[src/logic/dmc_pkg.sv]
// constants and types shared by the display mode control bank
// How it works
// [RULE1] 200-line modes: even lines B8000, odd BA000
// [RULE2] two-colour byte: eight pixels, MSB leftmost
// [RULE3] clear bit black, set bit foreground colour
// [RULE4] four-colour byte: bit pairs, top pair leftmost
// [RULE5] 350-line mode: contiguous 80-byte lines from A0000
// [RULE6] host sets start for second page A8000
// [RULE7] mode held until host rewrites registers
// [RULE8] extended write needs two prior status reads
// [RULE9] read count cleared after write or interruption
// [RULE10] bit 7: negative vsync, blank border
// [RULE11] bit 6: enables legacy compatible modes
// [RULE12] bit 5: palette and overscan writes ignored
// [RULE13] bit 4: sync timing registers locked
// [RULE14] bit 3: four extra character sets
// [RULE15] bit 2: suppress colour text blanking
// [RULE16] bit 1: 132-character row mode
// [RULE17] bit 0: colour simulation modes enabled
// [RULE18] gate register at 3BF, only upper bits unused
// [RULE19] gate bits force mode bits 7 and 1 low
// [RULE20] extra plane register adds plane at BC000
// [RULE21] bit 6 swaps plane 0 and plane 1 bases; code swaps only while bit 4 or 5 is also set
// [RULE22] bits 4/5 select palette, 4 wins
package dmc_pkg;

  localparam logic [9:0]  PORT_MODE_MONO   = 10'h3B8;
  localparam logic [9:0]  PORT_MODE_COLOR  = 10'h3D8;
  localparam logic [9:0]  PORT_EXT_MONO    = 10'h3BB;
  localparam logic [9:0]  PORT_EXT_COLOR   = 10'h3DB;
  localparam logic [9:0]  PORT_GATE        = 10'h3BF;
  localparam logic [9:0]  PORT_PLANE       = 10'h3DD;

  localparam logic [19:0] BASE_EVEN        = 20'hB8000;
  localparam logic [19:0] BASE_ODD         = 20'hBA000;
  localparam logic [19:0] BASE_HIRES       = 20'hA0000;
  localparam logic [19:0] BASE_PLANE_HI    = 20'hBC000;
  localparam logic [19:0] BASE_PAGE1       = 20'hA8000;
  localparam logic [19:0] PAGE0_LAST       = 20'hA6D5F;
  localparam logic [7:0]  LINE_BYTES       = 8'h50;
  localparam logic [8:0]  LINES_200        = 9'h0C8;
  localparam logic [8:0]  LINES_350        = 9'h15E;

  localparam logic [7:0]  EXT_RESET        = 8'h00;
  localparam logic [7:0]  GATE_RESET       = 8'h00;
  localparam logic [7:0]  PLANE_RESET      = 8'h00;
  localparam logic [7:0]  MODE_RESET       = 8'h00;
  localparam logic [1:0]  UNLOCK_READS     = 2'h2;

  localparam int EXT_VSYNC_BORDER = 7;
  localparam int EXT_SPECIAL      = 6;
  localparam int EXT_PAL_LOCK     = 5;
  localparam int EXT_CRT_LOCK     = 4;
  localparam int EXT_ALT_CHARSET  = 3;
  localparam int EXT_NO_BLANK     = 2;
  localparam int EXT_WIDE_TEXT    = 1;
  localparam int EXT_COLOR_SIM    = 0;
  localparam int GATE_FULL_EN     = 1;
  localparam int GATE_GRAPH_EN    = 0;
  localparam int MODE_FULL_BIT    = 7;
  localparam int MODE_GRAPH_BIT   = 1;
  localparam int PLANE_SWAP       = 6;
  localparam int PLANE_PAL1       = 5;
  localparam int PLANE_PAL2       = 4;

  typedef enum logic [1:0] {
    DMC_FMT_ONE_BIT = 2'b00,
    DMC_FMT_TWO_BIT = 2'b01,
    DMC_FMT_HIRES   = 2'b10,
    DMC_FMT_TEXT    = 2'b11
  } dmc_format_type;

  typedef enum logic [1:0] {
    DMC_PAL_STANDARD = 2'b00,
    DMC_PAL_EXT1     = 2'b01,
    DMC_PAL_EXT2     = 2'b10
  } dmc_palette_type;

endpackage : dmc_pkg

[src/logic/dmc_pixel_unpack.sv]
// unpacks one display byte into pixel indices, registered
`timescale 1ns/1ps
module dmc_pixel_unpack (
  input  wire logic                 clk_i,
  input  wire logic                 rst_i,
  input  wire logic                 load_i,
  input  wire logic [7:0]           byte_i,
  input  wire dmc_pkg::dmc_format_type format_i,
  input  wire logic [3:0]           fg_color_i,
  input  wire logic [2:0]           pixel_sel_i,
  output logic      [3:0]           pixel_o
);

  typedef struct packed {
    logic [7:0] data;
    logic [3:0] pixel;
  } dmc_unpack_state_type;

  dmc_unpack_state_type state;
  dmc_unpack_state_type next_state;

  always_comb begin
    next_state = state;
    if (load_i) begin
      next_state.data = byte_i;
    end
    unique case (format_i)
      dmc_pkg::DMC_FMT_TWO_BIT: begin
        next_state.pixel = {2'h0, state.data[7 - {pixel_sel_i[1:0], 1'b0} -: 2]}; // [RULE4]
      end
      dmc_pkg::DMC_FMT_ONE_BIT,
      dmc_pkg::DMC_FMT_HIRES: begin
        // msb is the leftmost pixel
        next_state.pixel = state.data[3'h7 - pixel_sel_i] ? fg_color_i : 4'h0; // [RULE2] [RULE3]
      end
      dmc_pkg::DMC_FMT_TEXT: begin
        next_state.pixel = 4'h0;
      end
    endcase
  end

  always_ff @(posedge clk_i or posedge rst_i) begin
    if (rst_i) begin
      state <= '0;
    end else begin
      state <= next_state;
    end
  end

  assign pixel_o = state.pixel;

endmodule : dmc_pixel_unpack

[src/logic/dmc_display_mode_control.sv]
// mode control register bank and display memory address map
`timescale 1ns/1ps
module dmc_display_mode_control (
  input  wire logic        clk_i,
  input  wire logic        rst_i,
  input  wire logic [9:0]  io_addr_i,
  input  wire logic [7:0]  io_wdata_i,
  input  wire logic        io_wr_i,
  input  wire logic        io_rd_i,
  input  wire logic        mode_wr_i,
  input  wire logic        palette_wr_i,
  input  wire logic        overscan_wr_i,
  input  wire logic        crt_timing_wr_i,
  input  wire logic        mono_graphics_en_i,
  input  wire logic        hires_i,
  input  wire logic        two_bit_i,
  input  wire logic        text_i,
  input  wire logic [8:0]  scan_line_i,
  input  wire logic [6:0]  byte_col_i,
  input  wire logic        plane_sel_i,
  input  wire logic        page1_i,
  input  wire logic        fetch_i,
  input  wire logic [7:0]  fetch_data_i,
  input  wire logic [2:0]  pixel_sel_i,
  input  wire logic [3:0]  fg_color_i,
  input  wire logic        color_text_blank_i,
  output logic      [7:0]  ext_mode_o,
  output logic      [7:0]  mode_eff_o,
  output logic      [19:0] fetch_addr_o,
  output logic      [3:0]  pixel_o,
  output logic             vsync_negative_o,
  output logic             border_blank_o,
  output logic             legacy_modes_en_o,
  output logic             palette_wr_en_o,
  output logic             overscan_wr_en_o,
  output logic             crt_timing_wr_en_o,
  output logic             alt_charset_en_o,
  output logic             text_blank_o,
  output logic             wide_text_o,
  output logic             color_sim_o,
  output logic             extra_plane_en_o,
  output logic [1:0]       palette_sel_o,
  output logic             unlocked_o
);

  typedef struct packed {
    logic [7:0]  ext_mode;
    logic [7:0]  gate;
    logic [7:0]  plane;
    logic [7:0]  mode_raw;
    logic [1:0]  reads;
    logic [19:0] addr;
  } dmc_state_type;

  dmc_state_type state;
  dmc_state_type next_state;

  dmc_pkg::dmc_format_type format;

  function automatic logic is_port(input logic [9:0] a, input logic [9:0] m,
                                   input logic [9:0] c);
    is_port = (a == m) || (a == c);
  endfunction : is_port

  function automatic logic [19:0] line_offset(input logic [8:0] line,
                                              input logic [6:0] col);
    line_offset = 20'(line) * 20'(dmc_pkg::LINE_BYTES) + 20'(col);
  endfunction : line_offset

  logic hit_mode;
  logic hit_ext;
  logic ext_accept;
  logic [19:0] base_lo;
  logic [19:0] base_hi;
  logic        plane_active;

  assign hit_mode   = is_port(io_addr_i, dmc_pkg::PORT_MODE_MONO, dmc_pkg::PORT_MODE_COLOR);
  assign hit_ext    = is_port(io_addr_i, dmc_pkg::PORT_EXT_MONO, dmc_pkg::PORT_EXT_COLOR);
  assign ext_accept = io_wr_i && hit_ext && (state.reads == dmc_pkg::UNLOCK_READS); // [RULE8]
  assign plane_active = state.plane[dmc_pkg::PLANE_PAL1] || state.plane[dmc_pkg::PLANE_PAL2];

  always_comb begin
    if (hires_i) begin
      format = dmc_pkg::DMC_FMT_HIRES;
    end else if (text_i) begin
      format = dmc_pkg::DMC_FMT_TEXT;
    end else if (two_bit_i) begin
      format = dmc_pkg::DMC_FMT_TWO_BIT;
    end else begin
      format = dmc_pkg::DMC_FMT_ONE_BIT;
    end
  end

  always_comb begin
    // plane bases swap only while an extended palette is on
    if (plane_active && state.plane[dmc_pkg::PLANE_SWAP]) begin
      base_lo = dmc_pkg::BASE_PLANE_HI; // [RULE21] [RULE22]
      base_hi = dmc_pkg::BASE_EVEN;
    end else begin
      base_lo = dmc_pkg::BASE_EVEN; // [RULE21]
      base_hi = dmc_pkg::BASE_PLANE_HI; // [RULE20]
    end
  end

  always_comb begin
    next_state = state;
    // unlock sequence: reads of the mode port count, any other guarded access resets
    if (io_rd_i && hit_mode) begin
      if (state.reads != dmc_pkg::UNLOCK_READS) begin
        next_state.reads = state.reads + 2'h1; // [RULE8]
      end
    end else if ((io_wr_i || io_rd_i) && (hit_mode || hit_ext)) begin
      next_state.reads = 2'h0; // [RULE9]
    end
    if (ext_accept) begin
      next_state.ext_mode = io_wdata_i; // [RULE7]
    end
    if (io_wr_i && io_addr_i == dmc_pkg::PORT_GATE && mono_graphics_en_i) begin
      next_state.gate = {6'h00, io_wdata_i[1:0]}; // [RULE18]
    end
    if (io_wr_i && io_addr_i == dmc_pkg::PORT_PLANE) begin
      next_state.plane = {1'b0, io_wdata_i[6:0]}; // [RULE20]
    end
    if (mode_wr_i) begin
      next_state.mode_raw = io_wdata_i;
    end
    if (fetch_i) begin
      if (hires_i) begin
        // 350 lines laid end to end, host picks page via start address
        next_state.addr = (page1_i ? dmc_pkg::BASE_PAGE1 : dmc_pkg::BASE_HIRES)
                        + line_offset(scan_line_i, byte_col_i); // [RULE5] [RULE6]
      end else begin
        // odd lines sit one half-plane above the even lines of the same plane
        next_state.addr = (plane_sel_i ? base_hi : base_lo)
                        + (scan_line_i[0] ? dmc_pkg::BASE_ODD - dmc_pkg::BASE_EVEN : 20'h00000)
                        + line_offset({1'b0, scan_line_i[8:1]}, byte_col_i); // [RULE1]
      end
    end
  end

  always_ff @(posedge clk_i or posedge rst_i) begin
    if (rst_i) begin
      state.ext_mode <= dmc_pkg::EXT_RESET;
      state.gate     <= dmc_pkg::GATE_RESET;
      state.plane    <= dmc_pkg::PLANE_RESET;
      state.mode_raw <= dmc_pkg::MODE_RESET;
      state.reads    <= 2'h0;
      state.addr     <= 20'h00000;
    end else begin
      state <= next_state;
    end
  end

  dmc_pixel_unpack u_unpack (
    .clk_i       (clk_i),
    .rst_i       (rst_i),
    .load_i      (fetch_i),
    .byte_i      (fetch_data_i),
    .format_i    (format),
    .fg_color_i  (fg_color_i),
    .pixel_sel_i (pixel_sel_i),
    .pixel_o     (pixel_o)
  );

  always_comb begin
    mode_eff_o = state.mode_raw;
    if (!state.gate[dmc_pkg::GATE_FULL_EN]) begin
      mode_eff_o[dmc_pkg::MODE_FULL_BIT] = 1'b0; // [RULE19]
    end
    if (!state.gate[dmc_pkg::GATE_GRAPH_EN]) begin
      mode_eff_o[dmc_pkg::MODE_GRAPH_BIT] = 1'b0; // [RULE19]
    end
  end

  always_comb begin
    if (state.plane[dmc_pkg::PLANE_PAL2]) begin
      palette_sel_o = dmc_pkg::DMC_PAL_EXT2; // [RULE22]
    end else if (state.plane[dmc_pkg::PLANE_PAL1]) begin
      palette_sel_o = dmc_pkg::DMC_PAL_EXT1;
    end else begin
      palette_sel_o = dmc_pkg::DMC_PAL_STANDARD;
    end
  end

  assign ext_mode_o         = state.ext_mode;
  assign fetch_addr_o       = state.addr;
  assign vsync_negative_o   = state.ext_mode[dmc_pkg::EXT_VSYNC_BORDER]; // [RULE10]
  assign border_blank_o     = state.ext_mode[dmc_pkg::EXT_VSYNC_BORDER]; // [RULE10]
  assign legacy_modes_en_o  = state.ext_mode[dmc_pkg::EXT_SPECIAL]; // [RULE11]
  assign palette_wr_en_o    = palette_wr_i && !state.ext_mode[dmc_pkg::EXT_PAL_LOCK]; // [RULE12]
  assign overscan_wr_en_o   = overscan_wr_i && !state.ext_mode[dmc_pkg::EXT_PAL_LOCK]; // [RULE12]
  assign crt_timing_wr_en_o = crt_timing_wr_i && !state.ext_mode[dmc_pkg::EXT_CRT_LOCK]; // [RULE13]
  assign alt_charset_en_o   = state.ext_mode[dmc_pkg::EXT_ALT_CHARSET]; // [RULE14]
  assign text_blank_o       = color_text_blank_i && !state.ext_mode[dmc_pkg::EXT_NO_BLANK]; // [RULE15]
  assign wide_text_o        = state.ext_mode[dmc_pkg::EXT_WIDE_TEXT]; // [RULE16]
  assign color_sim_o        = state.ext_mode[dmc_pkg::EXT_COLOR_SIM]; // [RULE17]
  assign extra_plane_en_o   = plane_active && state.ext_mode[dmc_pkg::EXT_SPECIAL]; // [RULE11]
  assign unlocked_o         = (state.reads == dmc_pkg::UNLOCK_READS);

endmodule : dmc_display_mode_control

[config.mk]
export PLATFORM = sky130hd
export DESIGN_NAME = dmc_display_mode_control
export DESIGN_NICKNAME = d
export VERILOG_FILES = /design/src/logic/dmc_pkg.sv /design/src/logic/dmc_pixel_unpack.sv /design/src/logic/dmc_display_mode_control.sv
export SDC_FILE = /design/constraint.sdc
export NUM_CORES = 1
export LEC_CHECK = 0
export BUFFER_PORTS_ARGS = -buffer_cell sky130_fd_sc_hd__buf_2
export CAP_MARGIN = 20
export CELL_PAD_IN_SITES_DETAIL_PLACEMENT = 0
export CELL_PAD_IN_SITES_GLOBAL_PLACEMENT = 2
export CORE_ASPECT_RATIO = 1.1
export CORE_MARGIN = 2
export CORE_UTILIZATION = 32
export CTS_CLUSTER_DIAMETER = 120
export DETAILED_ROUTE_END_ITERATION = 12
export PLACE_DENSITY_LB_ADDON = 0.1
export REMOVE_ABC_BUFFERS = 1
export SYNTH_ARGS = -nofsm -noshare
export SYNTH_HDL_FRONTEND = slang
export SYNTH_SLANG_ARGS = --single-unit
[constraint.sdc]
create_clock -name clk_i -period 2.2 [get_ports clk_i]
set_input_delay 0.11 -clock clk_i [delete_from_list [all_inputs] [get_ports clk_i]]
set_output_delay 0.11 -clock clk_i [all_outputs]
set_load 0.01 [all_outputs]
Yosys cells after proc, flatten, opt, wreduce, memory -nomap -nowiden
Cells that the tools add are included.
- flip-flop bits (word level): 59
- input port bits: 65
- output and inout bits: 54
- word-level logic and storage cells: 77
- $add $sub $neg: 8
- multiply operators: 2
- $lt $le $gt $ge: 1
- equal/unequal tests: 12
- shift-type cells: 1
- muxes and demuxes: 20
- reduce and logical (&&, ||, !) cells: 25
- operators by type and width (cell ; count):
    $eq A10 B10 Y1 const B ; 6
    $mux W20 ; 2
    $shiftx A9 B33 Y2 ; 1
    $mux W15 ; 2
    $add A20 B14 Y20 ; 1
    $add A20 B16 Y20 ; 1
    $add A20 B17 Y20 ; 1
    $add A16 B7 Y17 ; 1
    $add A15 B7 Y16 ; 1
    $mux W16 ; 1
    $mux W14 ; 1
    $logic_and A1 B1 Y1 ; 13
    $mul A9 B3 Y12 const B ; 1
    $mux W2 ; 6
    $pmux W4 S3 ; 1
    $mul A8 B3 Y11 const B ; 1
    $eq A2 B2 Y1 const B ; 3
    $logic_or A1 B1 Y1 ; 5
    $mux W1 ; 5
    $lt A3 B4 Y1 const B ; 1
    $mux W4 ; 1
    $sub A3 B3 Y4 const A ; 1
    $bmux W1 S3 ; 1
    $logic_not A1 Y1 ; 3
    9 further kinds ; 9

Logic depth before layout (Yosys ltp)
Gate-level depths: netlist of the first run.
- depth after elaboration: 7
- gate-level depth with buffers: 13
- depth with buffers taken out: 12

By module
A second synthesis of the first run with hierarchy kept.
- cells, all modules: 401
- area total of the unflattened synthesis: 4060.1 µm²
- modules (own cells, without submodules) (module ; instances ; cells each ; area an instance (µm²) ; sequential area each (µm²)):
    dmc_display_mode_control ; 1 ; 357 ; 3397.0 ; 1076.0
    dmc_pixel_unpack ; 1 ; 44 ; 663.1 ; 300.3

Worst setup path before layout of the first run
OpenSTA, ideal clock, no wires.
- path kind: input to register
- start point: in scan_line_i[2]
- end point: reg state (netlist bit fetch_addr_o[16])
- library setup time: 0.134 ns
- arrival time: 2.583 ns
- data required time: 2.066 ns
- setup slack: -0.517 ns
- cell stages on the path: 13
- path buffers: 1
- path through: ha_1 -> ha_1 -> inv_1 -> fa_1 -> buf_2 -> o221a_2 -> xnor2_1 -> ha_1 -> nor2b_1 -> nand3_1 -> nor4b_2 -> nand2b_1 -> o22ai_1
- cells in the longest elaborated chain, start to end: 4
- elaborated cells between the ends (all ways): 7
- classes of those cells: add/sub (4); mul (2); mux (1)
- ends and longest elaborated chain (item ; RTL line ; text):
    start, declared ; dmc_display_mode_control.sv:18 ; input wire logic [8:0] scan_line_i,
    $mul A9 B3 Y12 / $mul A8 B3 Y11 (equally long branches) ; dmc_display_mode_control.sv:67 ; line_offset = 20'(line) * 20'(dmc_pkg::LINE_BYTES) + 20'(col);
    $add A16 B7 Y17 / $add A15 B7 Y16 (equally long branches) ; dmc_display_mode_control.sv:67 ;
    $add A20 B17 Y20 / $add A20 B16 Y20 (equally long branches) ; dmc_display_mode_control.sv:131, dmc_display_mode_control.sv:136 ;
    $mux W20 (*) ; dmc_display_mode_control.sv:128 ; if (hires_i) begin
    end signal, assigned ; dmc_display_mode_control.sv:150 ; state <= next_state;
    end, declared ; dmc_display_mode_control.sv:55 ; dmc_state_type state;
Mark *: on every way between the ends. The rest lies on a longest branch, timed or not.
A chain may end at the register's enable or synchronous reset.

Worst setup path after layout of the first run
- start point: in scan_line_i[2]
- end point: reg state (netlist bit fetch_addr_o[14])
Same word-level chain as after synthesis.

==> impl_metrics.tcl, run 1 <==
set metrics [dict create \
    setup_violations 8 \
    grt_pass1_vias 3542 \
    ant_nets 0 \
    postSynthAreaPerCell_um2 10.4 \
    hold_viol_final 0 \
    synthTopCellsByCount "dfrtp_1, buf_4, mux2_2" \
    dieWidth_um 112 \
    dr_total_vias 3374 \
    tightest_slew_ns 0.635 \
    slew_viol_final 0 \
    period_share_pct 108 \
    drive_gt1_share_pct 54.6 \
    grt_max_degree 32 \
    r2r_start "state[34]$_DFFE_PP0P_" \
    synth_top_area_share_pct 33.7 \
    worstHoldPathType "in2reg" \
    routed_wl_um 10400 \
    required_ns 2.38 \
    fin_crit_ns 2.37 \
    critical-path-max-stage-delay_ns 0.39 \
    htreeDepth 2 \
    cp_max_fo 3 \
    peakVddDrop_mv 0.435 \
    hpwl_um 8530 \
    cp_cell_sequence "buf_8 > buf_4 > ha_2 > ha_4 > fa_2 > a211o_1 > a21oi_2 > and4bb_2 > and3_4 > or3_1 > and3_1" \
    grt-ovfl-total 0 \
    ys.warnings.count 0 \
    regToRegEndpoint "fetch_addr_o[14]$_DFFE_PP0P_" \
    clk-insertion-delay-late_ns 0.29 \
    dr.pass1.iters 4 \
    root_buffer "clkbuf_16" \
    path_class "in2reg" \
    synth_cells 393 \
    ys_seq_elements 55 \
    power_w 0.00336 \
    min-delay-start "fg_color_i[3]" \
    yosysMostFrequentCell "dfrtp_1" \
    path_clk_slew_ns 0.07 \
    ys_seq_area_share_pct 33.7 \
    antenna_found_initial 0 \
    yosysTopAreaCell "dfrtp_1" \
    via_per_inst 4.84 \
    synth.area.top_cells "dfrtp_1, mux2_2, buf_4" \
    placementRows 43 \
    core_area_um2 12500 \
    cp_slowest_cell "fa_2" \
    final_nets 633 \
    area_growth_pct 36.0 \
    fin_skew_ns 0.00410 \
    cts_tree "yes" \
    antenna_cells 0 \
    clock-sinks 55 \
    postLayoutCoreUtil_pct 44.3 \
    cts_buffer_depth 2 \
    power-per-cell-area_nw_per_um2 605 \
    track_usage_pct 15.2 \
    io_pins 119 \
    grt_setup_unrepaired "true" \
    drc 0 \
    port_buffers 118 \
    worst_slack_ns -0.167 \
    start_util_pct 32.6 \
    cp.arrival_ns 2.54 \
    maxCapViolCount 0 \
    netlist-cell-type-count 67 \
    relSlewSlack_pct 57.3 \
    p_leak_nw 2.64 \
    r2r_cells 7 \
    cts_made_buffers 5 \
    grt_pass1_wl_um 17000 \
    gp_congestion 0.770 \
    end_kind "flip-flop" \
    start_kind "input pin" \
    drtIter0Drc 102 \
    crit_start "scan_line_i[2]" \
    crit_end "fetch_addr_o[14]$_DFFE_PP0P_" \
    ys.flop_type "dfrtp_1" \
    ff2ff_setup_slack_ns 0.27 \
    synth_edf_count 0 \
    die_h_um 122 \
    async_flop_share_pct 100 \
    whs_path_depth 2 \
    syn_area_um2 4080 \
    dieArea_um2 13700 \
    clock.fmax_mhz 423 \
    violations "negative setup slack" \
    outcome "complete, but fails checks" \
    wl_per_cell_um 14.9 \
]
[layer usage]
layer	global-route usage, %	share of wire, %	vias to the layer above
met5	0	0	-
met2	27.5	49	90
li1	-	-	1677
met1	19.0	45	1599
met3	2.27	4.4	8
met4	4.01	1.6	0
[final cells by class]
class / count / area, µm²
fillers: 1265 / 6990
multi-input cells: 267 / 2550
repair buffers: 194 / 1200
inverters: 17 / 63.8
well taps: 157 / 196
clock inverters: 1 / 30.0
flip-flops and latches: 55 / 1380
clock buffers: 6 / 129
[cell usage in the layout, fill, tap and decap left out, types with 4 or more instances in the layout]
cell       instances
buf_2            116
buf_4             71
dfrtp_1           55
mux2_2            34
nor2_1            17
inv_1             15
ha_1              14
nand2_1           13
nor2b_1           10
ha_4               9
xnor2_1            8
a21oi_1            8
o21ai_0            8
a211oi_1           7
xor2_1             7
nand3_1            6
nand4_1            5
mux2i_1            5
a211o_1            5
o21a_1             5
a21o_1             5
a21oi_2            5
clkbuf_16          5
nand2b_1           4
nor3_1             4
o21ai_2            4
mux4_2             4
and2_1             4
buf_6              4
[where the power goes]
part | internal (W) | switching (W)
combinational | 0.000690 | 0.000623
sequential | 0.00111 | 0.0000529
clock | 0.000532 | 0.000344
[metrics by stage]
step / hold slack [ns] / setup slack (ns) / cell area [µm²] / std cells / setup TNS [ns]
2_1_floorplan: 0.195 / -0.506 / 3700 / 339 / -3.28
3_3_place_gp: 0.146 / -0.815 / 4990 / 682 / -5.92
3_5_place_dp: 0.155 / -0.750 / 4990 / 682 / -6.09
4_1_cts: 0.0181 / -0.214 / 5370 / 695 / -1.48
5_1_grt: 0.0196 / -0.275 / 5550 / 697 / -2.02
6_report: 0.0243 / -0.167 / 5550 / 697 / -1.04
[state kept, by name, indices dropped and copies added, names as in the netlist]
| register | cells |
|---|---|
| mode_eff_o | 6 |
| u_unpack.state | 8 |
| u_unpack.pixel_o | 4 |
| state | 9 |
| fetch_addr_o | 20 |
| ext_mode_o | 8 |
[critical path, delay by kind of cell]
| family | cells | cell delay [ns] |
|---|---|---|
| compound gates | 2 | 0.49 |
| fa+ha+maj | 3 | 0.74 |
| buf+inv | 2 | 0.24 |
| simple gates | 4 | 0.97 |
[kinds of logic after synthesis]
logic type | count (synthesis) | share of synthesized area [%]
buffers and inverters | 71 | 11.0
adders and majority gates | 28 | 9.32
xor gates and xnor gates | 18 | 3.86
muxes | 45 | 13.4
AOI/OAI and AO/OA | 77 | 14.4
DFF | 55 | 33.7
and+or+nand+nor | 99 | 14.4
[how the worst min path moves through the flow]
| stage | end |
|---|---|
| 5_1_grt | u_unpack.pixel_o[3]$_DFF_PP0_ |
| 3_3_place_gp | fetch_addr_o[0]$_DFFE_PP0P_ |
| 4_1_cts | u_unpack.pixel_o[3]$_DFF_PP0_ |
| 2_1_floorplan | fetch_addr_o[4]$_DFFE_PP0P_ |
| 6_report | u_unpack.pixel_o[3]$_DFF_PP0_ |
| 3_5_place_dp | fetch_addr_o[0]$_DFFE_PP0P_ |
[repair_timing]
action                                 CTS  global route
buffers inserted                         5             3
pin swaps                               21            23
setup endpoints to repair                9             9
endpoints found under the hold margin   20             0
gates resized for setup                 32            33
hold buffers                             1             0
(Power assumes the default switching activity.)
==> run 2: changes to the inputs <==
--- a/config.mk
+++ b/config.mk
@@ -14,8 +14,9 @@
 export CORE_UTILIZATION = 32
 export CTS_CLUSTER_DIAMETER = 120
 export DETAILED_ROUTE_END_ITERATION = 12
+export GPL_TIMING_DRIVEN = 1
+export HOLD_SLACK_MARGIN = 0.12
 export PLACE_DENSITY_LB_ADDON = 0.1
-export REMOVE_ABC_BUFFERS = 1
 export SYNTH_ARGS = -nofsm -noshare
 export SYNTH_HDL_FRONTEND = slang
 export SYNTH_SLANG_ARGS = --single-unit
==> impl_metrics.tcl, run 2 (synthesis results as in run 1) <==
set metrics [dict create \
    ant_nets 0 \
    period_share_pct 110 \
    grt-ovfl-total 0 \
    fin_crit_ns 2.42 \
    r2r_cells 7 \
    io_pins 119 \
    gp_congestion 0.818 \
    nFillCells 1199 \
    intPower_w 0.00229 \
    start_util_pct 32.6 \
    area_growth_pct 41.3 \
    final_area_um2 5770 \
    dr_wl_met2_um 5440 \
    grt_max_degree 25 \
    required_ns 2.36 \
    die_h_um 122 \
    cts_tree "yes" \
    wl_per_cell_um 14.4 \
    seqPwrFrac_pct 35.3 \
    drc 0 \
    htreeDepth 2 \
    slew_viol_final 0 \
    tightest_slew_ns 0.565 \
    clk-insertion-delay-late_ns 0.29 \
    largest_reg_flops 20 \
    dr_total_vias 3432 \
    cp.arrival_ns 2.58 \
    dieArea_um2 13700 \
    cts_buffer_depth 2 \
    end_kind "flip-flop" \
    whs_path_depth 3 \
    hold_viol_final 0 \
    placementRows 43 \
    swShare_pct 30.8 \
    crit_start "scan_line_i[2]" \
    layout_common_cells "buf_2, buf_4, dfrtp_1" \
    dieWidth_um 112 \
    core_area_um2 12500 \
    r2r_start "state[34]$_DFFE_PP0P_" \
    syn_nets 486 \
    p_leak_nw 2.74 \
    cp_max_fo 7 \
    comb_power_share_pct 40.8 \
    routed_wl_um 10400 \
    worst_slack_ns -0.216 \
    port_buffers 118 \
    clock.fmax_mhz 414 \
    path_clk_slew_ns 0.07 \
    relSlewSlack_pct 61.9 \
    fin_skew_ns 0.00627 \
    stdcell_count 723 \
    ff2ff_setup_slack_ns 0.29 \
    drive_gt1_share_pct 51.4 \
    switchingPower_w 0.00102 \
    setup_violations 9 \
    regToRegEndpoint "fetch_addr_o[14]$_DFFE_PP0P_" \
    clock-sinks 55 \
    wl_met3_um 391 \
    min-delay-start "text_i" \
    outcome "complete, but fails checks" \
    dp.cells 685 \
    power-per-cell-area_nw_per_um2 574 \
    path_class "in2reg" \
    grt_setup_unrepaired "true" \
    worstHoldPathType "in2reg" \
    grt_pass1_vias 3522 \
    dpl-instance-area_um2 5110 \
    track_usage_pct 15.5 \
    power_frac_clock_pct 23.9 \
    m1WireLength_um 4440 \
    cts_made_buffers 5 \
    grt_pass1_wl_um 17100 \
    final_common_cell "buf_2" \
    via_per_inst 4.75 \
    maxCapViolCount 0 \
    antenna_cells 0 \
    postLayoutCoreUtil_pct 46.0 \
    antenna_found_initial 0 \
    drtIter0Drc 76 \
    min_to "u_unpack.pixel_o[1]$_DFF_PP0_" \
    peakVddDrop_mv 0.384 \
    start_kind "input pin" \
    root_buffer "clkbuf_16" \
    violations "negative setup slack" \
    dr.max_layer_used "met4" \
    dr.pass1.iters 4 \
    final_nets 658 \
    hpwl_um 8550 \
]
-- run 2: cell count changes in the layout (fill, tap and decap cells not counted), moves of 2 or more --
cell | previous run | this run
buf_6 | 4 | 2
xor2_1 | 7 | 5
nor3_2 | 3 | 1
xor2_2 | 0 | 2
ha_4 | 9 | 7
dlygate4sd3_1 | 1 | 25
o21ai_2 | 4 | 2
a21oi_2 | 5 | 3
buf_4 | 71 | 74
a21oi_1 | 8 | 10
-- run 2: area by class of cell --
cell class | instances | area [µm²] | share of cell area (%)
clock inverters | 1 | 8.76 | 0.152
multi-input cells | 267 | 2540 | 44.0
repair buffers | 219 | 1440 | 25.0
well taps | 157 | 196 | 3.41
inverters | 17 | 63.8 | 1.11
clock buffers | 7 | 143 | 2.47
flip-flops and latches | 55 | 1380 | 23.9
-- run 2: how the worst max path moves through the flow --
| stage | endpoint | cells after the start |
|---|---|---|
| finish | fetch_addr_o[16]$_DFFE_PP0P_ | 13 |
| global route | fetch_addr_o[16]$_DFFE_PP0P_ | 13 |
| CTS | fetch_addr_o[14]$_DFFE_PP0P_ | 10 |
| detailed placement | fetch_addr_o[14]$_DFFE_PP0P_ | 10 |
| global placement | fetch_addr_o[14]$_DFFE_PP0P_ | 10 |
| floorplan | fetch_addr_o[16]$_DFFE_PP0P_ | 13 |
-- run 2: metal layers --
layer,GRT usage (%),vias up
met1,18.2,1616
met5,0,-
li1,-,1725
met3,2.07,11
met2,29.5,80
met4,4.24,0
-- run 2: what timing repair did --
action	4_1_cts	5_1_grt
setup endpoints to repair	9	9
gates resized for setup	36	2
pin swaps	15	3
hold buffers	25	0
buffers inserted	4	1
hold endpoints to repair	55	0
-- run 2: power groups by stage --
stage / combinational (W) / sequential (W) / clock (W)
2_1_floorplan: 0.000828 / 0.00117 / 0
3_3_place_gp: 0.00121 / 0.00119 / 0
3_5_place_dp: 0.00121 / 0.00119 / 0
4_1_cts: 0.00136 / 0.00117 / 0.000829
5_1_grt: 0.00148 / 0.00118 / 0.000879
6_report: 0.00135 / 0.00117 / 0.000791
-- run 2: stage by stage --
step           worst slack (ns)  hold WS, ns  TNS, ns  power [W]
6_report                 -0.216        0.173    -1.25    0.00331
3_5_place_dp             -0.625        0.131    -4.77    0.00240
4_1_cts                  -0.187        0.162    -1.20    0.00336
2_1_floorplan            -0.343        0.239    -1.85    0.00200
3_3_place_gp             -0.647        0.126    -4.85    0.00239
5_1_grt                  -0.297        0.175    -2.12    0.00355
-- run 2: worst max-delay path: stages --
cell	delay, ns
buf_8	0.10
ha_4	0.27
ha_4	0.12
inv_2	0.04
fa_2	0.47
o221a_4	0.26
xnor2_2	0.14
ha_1	0.30
nor2b_4	0.16
nand3_2	0.10
nor4b_4	0.27
nand2b_4	0.18
o22ai_1	0.06
==> run 3: changes to the inputs <==
--- a/config.mk
+++ b/config.mk
@@ -5,13 +5,14 @@
 export SDC_FILE = /design/constraint.sdc
 export NUM_CORES = 1
 export LEC_CHECK = 0
+export ABC_AREA = 1
 export BUFFER_PORTS_ARGS = -buffer_cell sky130_fd_sc_hd__buf_2
 export CAP_MARGIN = 20
 export CELL_PAD_IN_SITES_DETAIL_PLACEMENT = 0
 export CELL_PAD_IN_SITES_GLOBAL_PLACEMENT = 2
 export CORE_ASPECT_RATIO = 1.1
 export CORE_MARGIN = 2
-export CORE_UTILIZATION = 32
+export CORE_UTILIZATION = 28
 export CTS_CLUSTER_DIAMETER = 120
 export DETAILED_ROUTE_END_ITERATION = 12
 export GPL_TIMING_DRIVEN = 1
==> impl_metrics.tcl, run 3 <==
set metrics [dict create \
    cts_buffer_depth 2 \
    final_common_cell "nand2_1" \
    fin_crit_ns 2.04 \
    start_kind "input pin" \
    antenna_found_initial 0 \
    syn_area_um2 4030 \
    grt_pass1_vias 3914 \
    synthTopCellsByCount "nand2_1, inv_1, dfrtp_1" \
    ys_seq_elements 55 \
    postSynthAreaPerCell_um2 7.25 \
    async_flop_share_pct 100 \
    grt_max_degree 56 \
    peakVddDrop_mv 0.287 \
    synth_cells 556 \
    hpwl_um 8760 \
    clock-sinks 55 \
    syn_nets 649 \
    dieWidth_um 118 \
    die_h_um 130 \
    switchingPower_w 0.00100 \
    fin_skew_ns 0.00307 \
    cp.arrival_ns 2.23 \
    area_growth_pct 38.0 \
    ys.warnings.count 0 \
    clock.fmax_mhz 490 \
    yosys.area_share.adder_pct 9.44 \
    dp.cells 870 \
    r2r_start "state[34]$_DFFE_PP0P_" \
    track_usage_pct 14.7 \
    grt-ovfl-total 0 \
    seqPwrFrac_pct 35.8 \
    synth-compound-area-share_pct 9.62 \
    r2r_cells 8 \
    swShare_pct 31.6 \
    path_class "in2reg" \
    cts_made_buffers 5 \
    grt_pass1_wl_um 18400 \
    outcome "finished clean" \
    cts_tree "yes" \
    yosysTopAreaCell "dfrtp_1" \
    drc 0 \
    ant_nets 0 \
    root_buffer "clkbuf_16" \
    htreeDepth 2 \
    dr_total_vias 3902 \
    synth_mux_area_share_pct 0 \
    regToRegEndpoint "fetch_addr_o[15]$_DFFE_PP0P_" \
    final_nets 805 \
    port_buffers 118 \
    layout_common_cells "nand2_1, buf_2, inv_1" \
    cp_max_fo 3 \
    slew_viol_final 0 \
    dr.pass1.iters 6 \
    dieArea_um2 15400 \
    power-per-cell-area_nw_per_um2 572 \
    core_area_um2 14300 \
    synth_top_area_share_pct 34.1 \
    via_per_inst 4.31 \
    stdcell_count 905 \
    placementRows 46 \
    ys.flop_type "dfrtp_1" \
    grt_setup_unrepaired "false" \
    drive_gt1_share_pct 32.7 \
    tightest_slew_ns 0.724 \
    routed_wl_um 11100 \
    intPower_w 0.00218 \
    comb_power_share_pct 34.9 \
    setup_violations 0 \
    relSlewSlack_pct 51.8 \
    synth_top_family_by_area "simple AND/OR/NAND/NOR gates" \
    synthSimpleGateAreaFrac_pct 30.3 \
    postLayoutCoreUtil_pct 39.0 \
    hold_viol_final 0 \
    netlist-cell-type-count 38 \
    worstHoldPathType "in2reg" \
    end_kind "flip-flop" \
    crit_start "scan_line_i[2]" \
    power_frac_clock_pct 29.3 \
    ys_seq_area_share_pct 34.1 \
    period_share_pct 92.8 \
    yosysMostFrequentCell "nand2_1" \
    drtIter0Drc 146 \
    start_util_pct 28.2 \
    wl_per_cell_um 12.2 \
    gp_congestion 0.762 \
    p_leak_nw 2.99 \
    antenna_cells 0 \
    clk-insertion-delay-late_ns 0.29 \
    maxCapViolCount 0 \
    io_pins 119 \
    synthXorXnorAreaFrac_pct 1.09 \
    crit_end "fetch_addr_o[16]$_DFFE_PP0P_" \
    largest_reg_flops 20 \
    path_clk_slew_ns 0.07 \
    required_ns 2.39 \
    synth.area.top_cells "dfrtp_1, nand2_1, buf_4" \
    synth_edf_count 0 \
    ff2ff_setup_slack_ns 0.58 \
]
-- run 3: cell count changes after synthesis, moves of 9 or more --
cell | previous run | this run
o21ai_0 | 13 | 27
inv_1 | 17 | 67
mux2_2 | 36 | 0
nor2_1 | 17 | 46
xnor2_1 | 11 | 2
nand2_2 | 0 | 10
nor2b_1 | 12 | 0
nand3_1 | 8 | 51
nand2_1 | 13 | 147
-- run 3: final cells by class --
cell class | count | area, µm²
Clock buffer | 6 | 139
Clock inverter | 2 | 35.0
Fill cell | 1542 | 8710
Inverter | 70 | 263
Multi-Input combinational cell | 379 | 2220
Sequential cell | 55 | 1380
Tap cell | 192 | 240
Timing Repair Buffer | 201 | 1280
-- run 3: worst max-delay path: stages --
cell and delay (ns):
buf_2 0.13, ha_4 0.28, ha_4 0.12, inv_1 0.04, fa_2 0.37, o31ai_4 0.26
xor2_2 0.14, ha_4 0.31, inv_1 0.05, nor2_1 0.08, nand4_1 0.08, nand2_1 0.09
nand2_2 0.05, nand3_1 0.06, nand2_1 0.05
-- run 3: through the flow --
stage	power [W]	instance area, µm²	TNS [ns]	setup slack [ns]	hold WS [ns]
2_1_floorplan	0.00183	4070	0	0.0000899	0.227
3_3_place_gp	0.00218	4960	-1.39	-0.217	0.313
3_5_place_dp	0.00218	4960	-1.66	-0.257	0.316
4_1_cts	0.00317	5410	0	0.0365	0.197
5_1_grt	0.00340	5560	0	0.0180	0.233
6_report	0.00318	5560	0	0.158	0.201
-- run 3: metal layers --
layer	track usage [%]	wire length, µm	vias to the layer above
met1	18.7	5090	1765
met3	2.10	412	6
met2	26.6	5470	76
met4	3.01	109	0
met5	0	0	-
li1	-	-	2055
-- run 3: cells by family after synthesis --
family                     after synthesis
and+or+nand+nor                        278
buffers and inverters                  122
AOI/OAI and AO/OA                       68
DFF                                     55
adders and majority gates               28
xor gates and xnor gates                 5
-- run 3: power by group through the flow --
stage,registers [W],logic [W],clock network (W)
2_1_floorplan,0.00115,0.000681,0
3_3_place_gp,0.00116,0.00102,0
3_5_place_dp,0.00116,0.00102,0
4_1_cts,0.00114,0.00107,0.000967
5_1_grt,0.00115,0.00126,0.000995
6_report,0.00114,0.00111,0.000931
-- run 3: timing repair --
action,CTS,global route
setup buffers,0,0
endpoints found under the hold margin,86,0
hold buffers,27,0
resized for setup,0,24
setup endpoints to repair,0,8
-- run 3: worst min-delay path by stage --
stage	start	end	slack, ns	depth (start not counted)
after floorplan	fetch_data_i[7]	u_unpack.state[11]$_DFFE_PP0P_	0.23	2
after global placement	byte_col_i[3]	fetch_addr_o[3]$_DFFE_PP0P_	0.31	3
after detailed placement	byte_col_i[0]	fetch_addr_o[0]$_DFFE_PP0P_	0.32	3
after CTS	io_wr_i	state[20]$_DFFE_PP0P_	0.20	4
after global routing	mode_wr_i	mode_eff_o[5]$_DFFE_PP0P_	0.23	2
final	mode_wr_i	mode_eff_o[5]$_DFFE_PP0P_	0.20	2
